===== src/rtl/sio_cfg.svh =====
`ifndef SIO_CFG_SVH
`define SIO_CFG_SVH
// Register byte offsets
`define SIO_OFF_CTRL     8'h00
`define SIO_OFF_STATUS   8'h04
`define SIO_OFF_MSEL     8'h08
`define SIO_OFF_MCFG     8'h0C
`define SIO_OFF_ISTS     8'h10
`define SIO_OFF_IMSK     8'h14
// Control register fields
`define SIO_CTL_PROCEED  0
`define SIO_CTL_SHUTDOWN 1
`define SIO_CTL_RESTART  2
`define SIO_CTL_CORE_RST 3
`define SIO_CTL_SKIP     4
`define SIO_CTL_MAN_ISO  8
`define SIO_CTL_MAN_RST  9
// Module settings fields
`define SIO_MC_RST_EN    0
`define SIO_MC_RST_HI    1
`define SIO_MC_BRINGUP   2
`define SIO_MC_DUR_LSB   8
`define SIO_MC_DUR_MSB   15
// Status register fields
`define SIO_ST_STATE_MSB 5
`define SIO_ST_FULL      8
`define SIO_ST_ISO       9
`define SIO_ST_RST       10
`define SIO_ST_REQ       11
`define SIO_ST_ID_LSB    16
`define SIO_ST_ID_MSB    22
// Interrupt bits
`define SIO_INT_LOADED   0
`define SIO_INT_BRINGUP  1
`define SIO_INT_RSTDONE  2
`define SIO_INT_W        3
// Settings fetch delay after reset, cycles
`define SIO_FETCH_CYC    3'h6
// Power-on module settings: reset on, active high, no bring-up, 1 cycle
`define SIO_POR_MCFG     11'h003
`endif


===== src/rtl/sio_pkg.sv =====
package sio_pkg;
  // Socket manager states, one-hot
  typedef enum logic [5:0] {
    SIO_ACTIVE   = 6'h01,
    SIO_LOADING  = 6'h02,
    SIO_BRINGUP  = 6'h04,
    SIO_RESET    = 6'h08,
    SIO_SHUTDOWN = 6'h10,
    SIO_FETCH    = 6'h20
  } sio_state_e;
  // Stored settings of one loadable module
  typedef struct packed {
    logic [7:0] dur;        // Reset length minus one
    logic       bringup_en; // Software bring-up step on
    logic       rst_hi;     // Reset active high
    logic       rst_en;     // Reset after load on
  } sio_mcfg_s;
  // APB request from the master
  typedef struct packed {
    logic        psel;
    logic        penable;
    logic        pwrite;
    logic [7:0]  paddr;
    logic [31:0] pwdata;
  } sio_apb_s;
  // Load sequence events from the controller
  typedef struct packed {
    logic       shutdown_done; // Shutdown steps done or skipped
    logic       load_done;     // Module image loaded
    logic [6:0] load_id;       // Module just loaded
  } sio_seq_s;
endpackage : sio_pkg


===== src/rtl/sio_socket_out.sv =====
// The APB register port and the register addresses are this design's own decisions.
`timescale 1ns/1ps
`include "sio_cfg.svh"
// Overview of operation
// [RULE1] Empty socket keeps isolation asserted
// [RULE2] Isolate from shutdown done to bring-up done
// [RULE3] Skipped steps still mark isolation points
// [RULE4] Isolation low at all other times
// [RULE5] Core reset leaves isolation unchanged
// [RULE6] Bring-up after core reset keeps isolation low
// [RULE7] Shutdown holds, then follows written isolation
// [RULE8] Restart sets isolation from fill state
// [RULE9] Per-module reset enable, polarity, duration
// [RULE10] Reset pulses right after load if enabled
// [RULE11] Core reset pulses reset unless bring-up skipped
// [RULE12] Shutdown state reset follows written value
// [RULE13] Bring-up finishes before reset asserts
// [RULE14] Reset otherwise inactive, core reset untouched
// [RULE15] Reset rises cycle after isolation falls
// [RULE16] Power-on reset level from build polarity
// [RULE17] Build polarity kept until settings fetched
// [RULE18] Bring-up request waits for proceed, unbounded
// [RULE19] Both outputs are registered, glitch free
module sio_socket_out
  import sio_pkg::*;
#(
  parameter int        NUM_MOD  = 128,          // Loadable modules
  parameter bit        POR_FULL = 1'b1,         // Socket full at power-on
  parameter bit [6:0]  POR_ID   = 7'h00,        // Module present at power-on
  parameter bit [10:0] POR_MCFG = `SIO_POR_MCFG // Build-time settings
)(
  input  wire logic        clk,
  input  wire logic        resetn,
  input  wire sio_apb_s    apb,
  output logic             pready,
  output logic [31:0]      prdata,
  output logic             pslverr,
  input  wire sio_seq_s    seq,
  output logic             module_isolate,
  output logic             module_reset_out,
  output logic             software_bringup_request,
  output logic             irq
);

  localparam sio_mcfg_s POR_CFG = sio_mcfg_s'(POR_MCFG);

  sio_state_e      state;            // Current manager state
  sio_state_e      next_state;       // State after this edge
  logic [2:0]      fetch_cnt;        // Settings fetch delay
  logic [7:0]      dur_cnt;          // Reset pulse length left
  logic            full;             // Socket holds a module
  logic [6:0]      cur_id;           // Module in the socket
  logic [6:0]      msel;             // Settings table index
  logic            skip_restart;     // Skip bring-up after core reset
  logic            after_restart;    // Sequence started by core reset
  sio_mcfg_s       act_cfg;          // Settings in force
  sio_mcfg_s       mcfg_tab [NUM_MOD]; // Stored module settings
  sio_mcfg_s       lcfg;             // Settings of module being loaded
  sio_mcfg_s       fcfg;             // Settings of module in socket
  logic [`SIO_INT_W-1:0] int_sts;    // Sticky event bits
  logic [`SIO_INT_W-1:0] int_msk;    // Event enable mask
  logic [`SIO_INT_W-1:0] int_ev;     // Events this cycle
  logic [`SIO_INT_W-1:0] next_int_sts;
  logic            acc;              // APB access completes
  logic            wr;               // Write completes
  logic            ctl_wr;           // Control register written
  logic            proceed;          // Proceed command
  logic            shut_cmd;         // Enter shutdown command
  logic            restart;          // Leave shutdown command
  logic            core_rst;         // Core reset command
  logic            fetch_done;       // Settings fetch finishes

  // Address match, used by every decode
  function automatic logic is_reg(input logic [7:0] a, input logic [7:0] off);
    is_reg = (a == off);
  endfunction : is_reg

  // Known register address
  function automatic logic mapped(input logic [7:0] a);
    mapped = is_reg(a, `SIO_OFF_CTRL) | is_reg(a, `SIO_OFF_STATUS) |
             is_reg(a, `SIO_OFF_MSEL) | is_reg(a, `SIO_OFF_MCFG) |
             is_reg(a, `SIO_OFF_ISTS) | is_reg(a, `SIO_OFF_IMSK);
  endfunction : mapped

  // Bus access decode
  assign acc      = apb.psel & apb.penable & pready;
  assign wr       = acc & apb.pwrite;
  assign ctl_wr   = wr & is_reg(apb.paddr, `SIO_OFF_CTRL);
  assign proceed  = ctl_wr & apb.pwdata[`SIO_CTL_PROCEED];
  assign shut_cmd = ctl_wr & apb.pwdata[`SIO_CTL_SHUTDOWN];
  assign restart  = ctl_wr & apb.pwdata[`SIO_CTL_RESTART];
  assign core_rst = ctl_wr & apb.pwdata[`SIO_CTL_CORE_RST];

  // Settings lookups
  assign lcfg       = mcfg_tab[seq.load_id];
  assign fcfg       = mcfg_tab[cur_id];
  assign fetch_done = (state == SIO_FETCH) && (fetch_cnt == 3'h0);

  // Next state of the socket manager
  always_comb begin
    next_state = state;
    case (state)
      SIO_ACTIVE: begin
        // Removal may begin once shutdown is done
        if (seq.shutdown_done) begin
          next_state = SIO_LOADING;
        end
      end
      SIO_LOADING: begin
        // Pick first step after the load
        if (seq.load_done) begin
          if (lcfg.bringup_en) begin
            next_state = SIO_BRINGUP;
          end else if (lcfg.rst_en) begin
            next_state = SIO_RESET; // RULE10
          end else begin
            next_state = SIO_ACTIVE;
          end
        end
      end
      SIO_BRINGUP: begin
        // Wait without limit for software
        if (proceed) begin
          next_state = act_cfg.rst_en ? SIO_RESET : SIO_ACTIVE; // RULE13 RULE18
        end
      end
      SIO_RESET: begin
        // Pulse ends when the length is used up
        if (dur_cnt == 8'h00) begin
          next_state = SIO_ACTIVE;
        end
      end
      SIO_SHUTDOWN: begin
        if (restart) begin
          next_state = SIO_ACTIVE;
        end
      end
      SIO_FETCH: begin
        // After core reset, resume a full socket
        if (fetch_done) begin
          if (!full || skip_restart) begin
            next_state = SIO_ACTIVE;
          end else if (fcfg.bringup_en) begin
            next_state = SIO_BRINGUP;
          end else if (fcfg.rst_en) begin
            next_state = SIO_RESET; // RULE11
          end else begin
            next_state = SIO_ACTIVE;
          end
        end
      end
      default: begin
        next_state = SIO_ACTIVE;
      end
    endcase
    // Commands override the sequence
    if (state != SIO_SHUTDOWN && shut_cmd) begin
      next_state = SIO_SHUTDOWN;
    end else if (state != SIO_SHUTDOWN && core_rst) begin
      next_state = SIO_FETCH;
    end
  end

  // State register
  always_ff @(posedge clk or negedge resetn) begin
    if (!resetn) begin
      state <= SIO_FETCH;
    end else begin
      state <= next_state;
    end
  end

  // Settings fetch delay and reset pulse length
  always_ff @(posedge clk or negedge resetn) begin
    if (!resetn) begin
      fetch_cnt <= `SIO_FETCH_CYC;
      dur_cnt   <= 8'h00;
    end else begin
      if (next_state == SIO_FETCH && state != SIO_FETCH) begin
        fetch_cnt <= `SIO_FETCH_CYC;
      end else if (state == SIO_FETCH && fetch_cnt != 3'h0) begin
        fetch_cnt <= fetch_cnt - 3'h1;
      end
      if (next_state == SIO_RESET && state != SIO_RESET) begin
        dur_cnt <= (state == SIO_LOADING) ? lcfg.dur :
                   (state == SIO_FETCH) ? fcfg.dur : act_cfg.dur; // RULE9
      end else if (state == SIO_RESET && dur_cnt != 8'h00) begin
        dur_cnt <= dur_cnt - 8'h01;
      end
    end
  end

  // Fill state, module identity and settings in force
  always_ff @(posedge clk or negedge resetn) begin
    if (!resetn) begin
      full          <= POR_FULL;
      cur_id        <= POR_ID;
      act_cfg       <= POR_CFG; // RULE17
      after_restart <= 1'b1;
    end else begin
      if (state == SIO_ACTIVE && seq.shutdown_done) begin
        // Old module is gone once removal starts
        full <= 1'b0;
      end else if (state == SIO_LOADING && seq.load_done) begin
        full          <= 1'b1;
        cur_id        <= seq.load_id;
        act_cfg       <= lcfg;
        after_restart <= 1'b0;
      end
      if (fetch_done) begin
        act_cfg <= fcfg; // RULE17
      end
      if (core_rst && state != SIO_SHUTDOWN) begin
        after_restart <= 1'b1;
      end
    end
  end

  // Isolation output
  always_ff @(posedge clk or negedge resetn) begin
    if (!resetn) begin
      module_isolate <= !POR_FULL; // RULE1
    end else begin
      case (state)
        SIO_ACTIVE: begin
          if (seq.shutdown_done) begin
            module_isolate <= 1'b1; // RULE2 RULE3
          end else begin
            module_isolate <= !full; // RULE1 RULE4
          end
        end
        SIO_LOADING: begin
          // Release at once if no bring-up step
          module_isolate <= !(seq.load_done && !lcfg.bringup_en); // RULE3
        end
        SIO_BRINGUP: begin
          if (proceed || after_restart) begin
            module_isolate <= 1'b0; // RULE2 RULE6
          end
        end
        SIO_RESET: begin
          module_isolate <= 1'b0; // RULE4
        end
        SIO_SHUTDOWN: begin
          if (restart) begin
            module_isolate <= !full; // RULE8
          end else if (ctl_wr) begin
            module_isolate <= apb.pwdata[`SIO_CTL_MAN_ISO]; // RULE7
          end
        end
        SIO_FETCH: begin
          module_isolate <= module_isolate; // RULE5
        end
        default: begin
          module_isolate <= module_isolate;
        end
      endcase
    end
  end

  // Module reset output
  always_ff @(posedge clk or negedge resetn) begin
    if (!resetn) begin
      module_reset_out <= !POR_CFG.rst_hi; // RULE16
    end else begin
      case (state)
        SIO_LOADING: begin
          // New module's inactive level from the load edge on, while still isolated
          module_reset_out <= seq.load_done ? !lcfg.rst_hi : !act_cfg.rst_hi; // RULE9 RULE14
        end
        SIO_RESET: begin
          // Registered one edge after isolation drops
          module_reset_out <= act_cfg.rst_hi; // RULE10 RULE15 RULE19
        end
        SIO_SHUTDOWN: begin
          if (restart) begin
            module_reset_out <= !act_cfg.rst_hi;
          end else if (ctl_wr) begin
            module_reset_out <= apb.pwdata[`SIO_CTL_MAN_RST]; // RULE12
          end
        end
        SIO_FETCH: begin
          module_reset_out <= module_reset_out; // RULE14
        end
        default: begin
          module_reset_out <= !act_cfg.rst_hi; // RULE14
        end
      endcase
    end
  end

  // Bring-up request to software
  always_ff @(posedge clk or negedge resetn) begin
    if (!resetn) begin
      software_bringup_request <= 1'b0;
    end else begin
      software_bringup_request <= (next_state == SIO_BRINGUP); // RULE18
    end
  end

  // Control and settings table registers
  always_ff @(posedge clk or negedge resetn) begin
    if (!resetn) begin
      skip_restart <= 1'b0;
      msel         <= 7'h00;
      int_msk      <= '0;
      for (int i = 0; i < NUM_MOD; i++) begin
        mcfg_tab[i] <= POR_CFG;
      end
    end else if (wr) begin
      if (is_reg(apb.paddr, `SIO_OFF_CTRL)) begin
        skip_restart <= apb.pwdata[`SIO_CTL_SKIP]; // RULE11
      end
      if (is_reg(apb.paddr, `SIO_OFF_MSEL)) begin
        msel <= apb.pwdata[6:0];
      end
      if (is_reg(apb.paddr, `SIO_OFF_IMSK)) begin
        int_msk <= apb.pwdata[`SIO_INT_W-1:0];
      end
      if (is_reg(apb.paddr, `SIO_OFF_MCFG)) begin
        mcfg_tab[msel] <= {apb.pwdata[`SIO_MC_DUR_MSB:`SIO_MC_DUR_LSB],
                           apb.pwdata[`SIO_MC_BRINGUP],
                           apb.pwdata[`SIO_MC_RST_HI],
                           apb.pwdata[`SIO_MC_RST_EN]}; // RULE9
      end
    end
  end

  // Interrupt events, read clears, a new event wins
  always_comb begin
    int_ev = '0;
    int_ev[`SIO_INT_LOADED]  = (state == SIO_LOADING) && seq.load_done;
    int_ev[`SIO_INT_BRINGUP] = (next_state == SIO_BRINGUP) && (state != SIO_BRINGUP);
    int_ev[`SIO_INT_RSTDONE] = (state == SIO_RESET) && (next_state != SIO_RESET);
    next_int_sts = int_sts;
    if (acc && !apb.pwrite && is_reg(apb.paddr, `SIO_OFF_ISTS)) begin
      next_int_sts = '0;
    end
    next_int_sts = next_int_sts | int_ev;
  end

  // Interrupt status and line
  always_ff @(posedge clk or negedge resetn) begin
    if (!resetn) begin
      int_sts <= '0;
      irq     <= 1'b0;
    end else begin
      int_sts <= next_int_sts;
      irq     <= |(next_int_sts & int_msk);
    end
  end

  // APB answer, prepared in the setup cycle
  always_ff @(posedge clk or negedge resetn) begin
    if (!resetn) begin
      pready  <= 1'b0;
      prdata  <= 32'h0000_0000;
      pslverr <= 1'b0;
    end else begin
      pready  <= apb.psel & !apb.penable;
      pslverr <= apb.psel & !apb.penable & !mapped(apb.paddr);
      prdata  <= 32'h0000_0000;
      if (apb.psel && !apb.penable && !apb.pwrite) begin
        if (is_reg(apb.paddr, `SIO_OFF_CTRL)) begin
          prdata[`SIO_CTL_SKIP] <= skip_restart;
        end
        if (is_reg(apb.paddr, `SIO_OFF_STATUS)) begin
          prdata[`SIO_ST_STATE_MSB:0]           <= state;
          prdata[`SIO_ST_FULL]                  <= full;
          prdata[`SIO_ST_ISO]                   <= module_isolate;
          prdata[`SIO_ST_RST]                   <= module_reset_out;
          prdata[`SIO_ST_REQ]                   <= software_bringup_request;
          prdata[`SIO_ST_ID_MSB:`SIO_ST_ID_LSB] <= cur_id;
        end
        if (is_reg(apb.paddr, `SIO_OFF_MSEL)) begin
          prdata[6:0] <= msel;
        end
        if (is_reg(apb.paddr, `SIO_OFF_MCFG)) begin
          prdata[`SIO_MC_DUR_MSB:`SIO_MC_DUR_LSB] <= mcfg_tab[msel].dur;
          prdata[`SIO_MC_BRINGUP] <= mcfg_tab[msel].bringup_en;
          prdata[`SIO_MC_RST_HI]  <= mcfg_tab[msel].rst_hi;
          prdata[`SIO_MC_RST_EN]  <= mcfg_tab[msel].rst_en;
        end
        if (is_reg(apb.paddr, `SIO_OFF_ISTS)) begin
          prdata[`SIO_INT_W-1:0] <= int_sts;
        end
        if (is_reg(apb.paddr, `SIO_OFF_IMSK)) begin
          prdata[`SIO_INT_W-1:0] <= int_msk;
        end
      end
    end
  end

endmodule : sio_socket_out


===== config.mk =====
export PLATFORM = sky130hd
export DESIGN_NAME = sio_socket_out
export DESIGN_NICKNAME = d
export VERILOG_FILES = /design/src/rtl/sio_pkg.sv /design/src/rtl/sio_socket_out.sv
export VERILOG_INCLUDE_DIRS = /design/src /design/src/rtl
export SDC_FILE = /design/constraint.sdc
export NUM_CORES = 2
export LEC_CHECK = 0
export BUFFER_PORTS_ARGS = -buffer_cell sky130_fd_sc_hd__buf_2
export CORE_ASPECT_RATIO = 2
export CORE_MARGIN = 5
export CORE_UTILIZATION = 32
export DETAILED_ROUTE_END_ITERATION = 8
export PLACE_DENSITY_LB_ADDON = 0.12
export SETUP_SLACK_MARGIN = 0.3
export SYNTH_ARGS = -nofsm -noshare
export SYNTH_HDL_FRONTEND = slang
export SYNTH_SLANG_ARGS = --single-unit

===== constraint.sdc =====
create_clock -name clk -period 3.5 [get_ports clk]
set_input_delay 0.35 -clock clk [delete_from_list [all_inputs] [get_ports clk]]
set_output_delay 0.35 -clock clk [all_outputs]
set_load 0.02 [all_outputs]

==> results.toml <==
[status]
status = "finished with violations"
violations = "negative setup slack"

[logic_synthesis]
async_reset_ff_frac = 1.00
synth_edf_count = 0
synth.cells.most_frequent = "mux2_2 (1332), dfrtp_1 (1223), mux4_2 (763), a22oi_1 (553), clkbuf_1 (465)"
syn-instance-count = 6558
syn_area_per_cell_um2 = 13.4
yosysSeqAreaShare = 0.427
ys_types = 78
synth-seq-cells = 1486
synthFlopType = "dfrtp_1"
synth_most_common_cell = "mux2_2"
synth_largest_area_cell = "dfrtp_1"
synth_area_um2 = 87900
synthTopCellsByArea = "dfrtp_1 (35%), mux4_2 (20%), mux2_2 (17%), dfstp_2 (7.9%), a22oi_1 (4.7%)"
synth_top_area_frac = 0.348
synth_warnings = 0

[cts]
cts.reportedPaths.clkPinSlew_ps = 70
htree_levels = 4
cts_inserted_buffers = 160
cts_buffer_depth = 4
cts_root_buf = "clkbuf_16"
clock_sinks = 1486
cts_tree = "done"
clock_latency_ps = 880

[sta]
hold_viol_final = 0
clock_skew_ps = 34.6
fin_crit_sh = 1.02
fmax_mhz = 279
drv_slew = 0
finalWorstSetupSlack_ps = -78.0
fin_crit_ps = 3580
worst_pin_slew_ps = 1290
setup-tns-final_ps = -78.3
setup_violations = 2
relSlewSlack = 0.136
rsz0062_at_grt = "true"

[cells_and_area]
finalNetCount = 7246
n_fill_cell = 25800
design_area_um2 = 109000
final_cells = 10900
regArea_um2 = 37500
drive_above_1_share = 0.552
multi_input_area_um2 = 48700
area_growth_pct = 23.8

[critical_path]
critical_path_arrival_ps = 4390
critical_path.endpoint_type = "flop"
r2r_start = "cur_id[1]$_DFFE_PN0P_"
endpoint = "dur_cnt[6]$_DFFE_PN0P_"
crit_type = "flop to flop"
required_ps = 4310
timing.rr.end = "dur_cnt[6]$_DFFE_PN0P_"
r2r_cells = 12
critPathLaunchType = "flop"
rrSetupSlack_ps = -80
crit_path_start = "cur_id[1]$_DFFE_PN0P_"
worstPathMaxFanout = 15

[die]
fp.dieArea_um2 = 286000
io_pins = 92
rows = 272
start_util = 0.321
core_um2 = 274000
fp.dieW_um = 381
die_y_um = 751

[hold_path]
min_path_type = "input pin to flop"

[route]
top_layer = "met5"
wl_met1_um = 156000
routed_wl_um = 464000
route.detailed.drc = 0
ant_nets = 0
firstDrtPassIters = 6
wl_met3_um = 28700
routed-wl-met2_um = 225000
drtIter0Drc = 7406
via_count = 70200
vias_per_cell = 6.45
wire_per_inst_um = 42.6

[power_and_ir_drop]
leakagePower_nw = 46.2
powerDensity_nw_per_um2 = 452
ir_drop_mv = 0.443

[grt]
gr-total-overflow = 0
grt_pass1_vias = 71800
grt_max_degree = 91
grt_usage = 0.317
grt_pass1_wl_um = 632000
antenna_found_initial = 35

[placement]
dp.cells = 10400
dp_hpwl_um = 332000
port-buffer-count = 64
placed_cell_area_um2 = 99300
gp_congestion = 0.998
dp_slack_ps = -1030

[flow_run]
maxCapViolCount = 0
## cell type report
| cell class | count | share of cell area |
|---|---|---|
| inverters | 15 | 0.000586 |
| clock buffers | 236 | 0.0439 |
| repair buffers | 1189 | 0.116 |
| multi-input cells | 4336 | 0.448 |
| diodes | 18 | 0.000414 |
| clock inverters | 49 | 0.00611 |
| flip-flops and latches | 1486 | 0.345 |
| well taps | 3562 | 0.0409 |
## worst min-delay path by stage
stage | slack [ps] | cells after the start | start | endpoint
3_5_place_dp | 400 | 1 | resetn | mcfg_tab[995]$_DFFE_PN0P_
2_1_floorplan | 50 | 0 | resetn | act_cfg[10]$_DFFE_PN0P_
3_3_place_gp | 390 | 1 | resetn | mcfg_tab[995]$_DFFE_PN0P_
5_1_grt | 60 | 2 | apb[9] | mcfg_tab[1324]$_DFFE_PN0P_
4_1_cts | 20 | 4 | seq[3] | cur_id[3]$_DFFE_PN0P_
6_report | 50 | 2 | apb[9] | mcfg_tab[1346]$_DFFE_PN0P_
## flip-flops by register name (all words and copies together) (netlist names), 3 cells and up
name	cells
msel	7
prdata	22
mcfg_tab	1408
cur_id	7
state	6
act_cfg	10
int_msk	3
fetch_cnt	3
dur_cnt	8
int_sts	3
## worst max-delay path: stages, from the launching register on
cell and delay [ps]:
dfrtp_4 570, buf_16 240, buf_12 200, buf_4 290, mux4_2 240, mux2i_1 80, buf_4 170, a22oi_1 480
nand3_1 500, nand4_1 270, nor2_1 60, o22ai_1 190, mux2_4 170
## stage by stage
stage	total power [mW]	util	hold slack (ps)
final	49.2	0.397	52.5
after global routing	50.3	0.397	62.0
after CTS	48.8	0.392	15.1
after detailed placement	28.8	0.362	399
after global placement	28.8	0.362	392
after floorplan	23.8	-	54.4
## metal layers
metal,global-route usage,vias to the layer above
li1,-,27400
met1,0.343,37700
met2,0.535,3861
met3,0.0498,1328
met4,0.285,18
met5,0,-
## timing repair
item,CTS,global route
hold endpoints to repair,120,0
resized for setup,251,182
hold buffers,17,0
gates cloned,16,5
setup buffers,85,47
endpoints found under the setup margin,48,38
pin swaps,51,90
## where the power goes
group | switching [mW] | leakage, nW | internal, mW
Sequential | 0.316 | 19.7 | 17.4
Clock | 7.89 | 2.67 | 10.6
Combinational | 7.73 | 23.7 | 5.28
## placed cells by master (no fill, tap or decap), types with 32 or more instances in the layout
cell type	count
a21oi_1	44
a221oi_1	75
a22o_1	109
a22oi_1	517
a22oi_2	36
a31oi_1	60
buf_12	204
buf_16	32
buf_2	50
buf_4	800
buf_6	58
clkbuf_1	33
clkbuf_16	170
clkbuf_8	39
dfrtp_1	1215
dfstp_2	263
mux2_2	1332
mux2i_1	124
mux4_2	767
nand2_1	388
nand2b_1	33
nand3_1	51
nand4_1	85
nor2_1	76
o21ai_0	160
o22ai_1	38
## kinds of logic after synthesis
family,after synthesis,share of synthesized area
simple gates,803,0.0431
buf+inv,745,0.0381
xor+xnor,10,0.000996
compound gates,1254,0.103
other cells,1,0.0000426
mux,2255,0.387
flops,1486,0.427
fa+ha+maj,4,0.000569
Power figures use the tool's default switching activity.
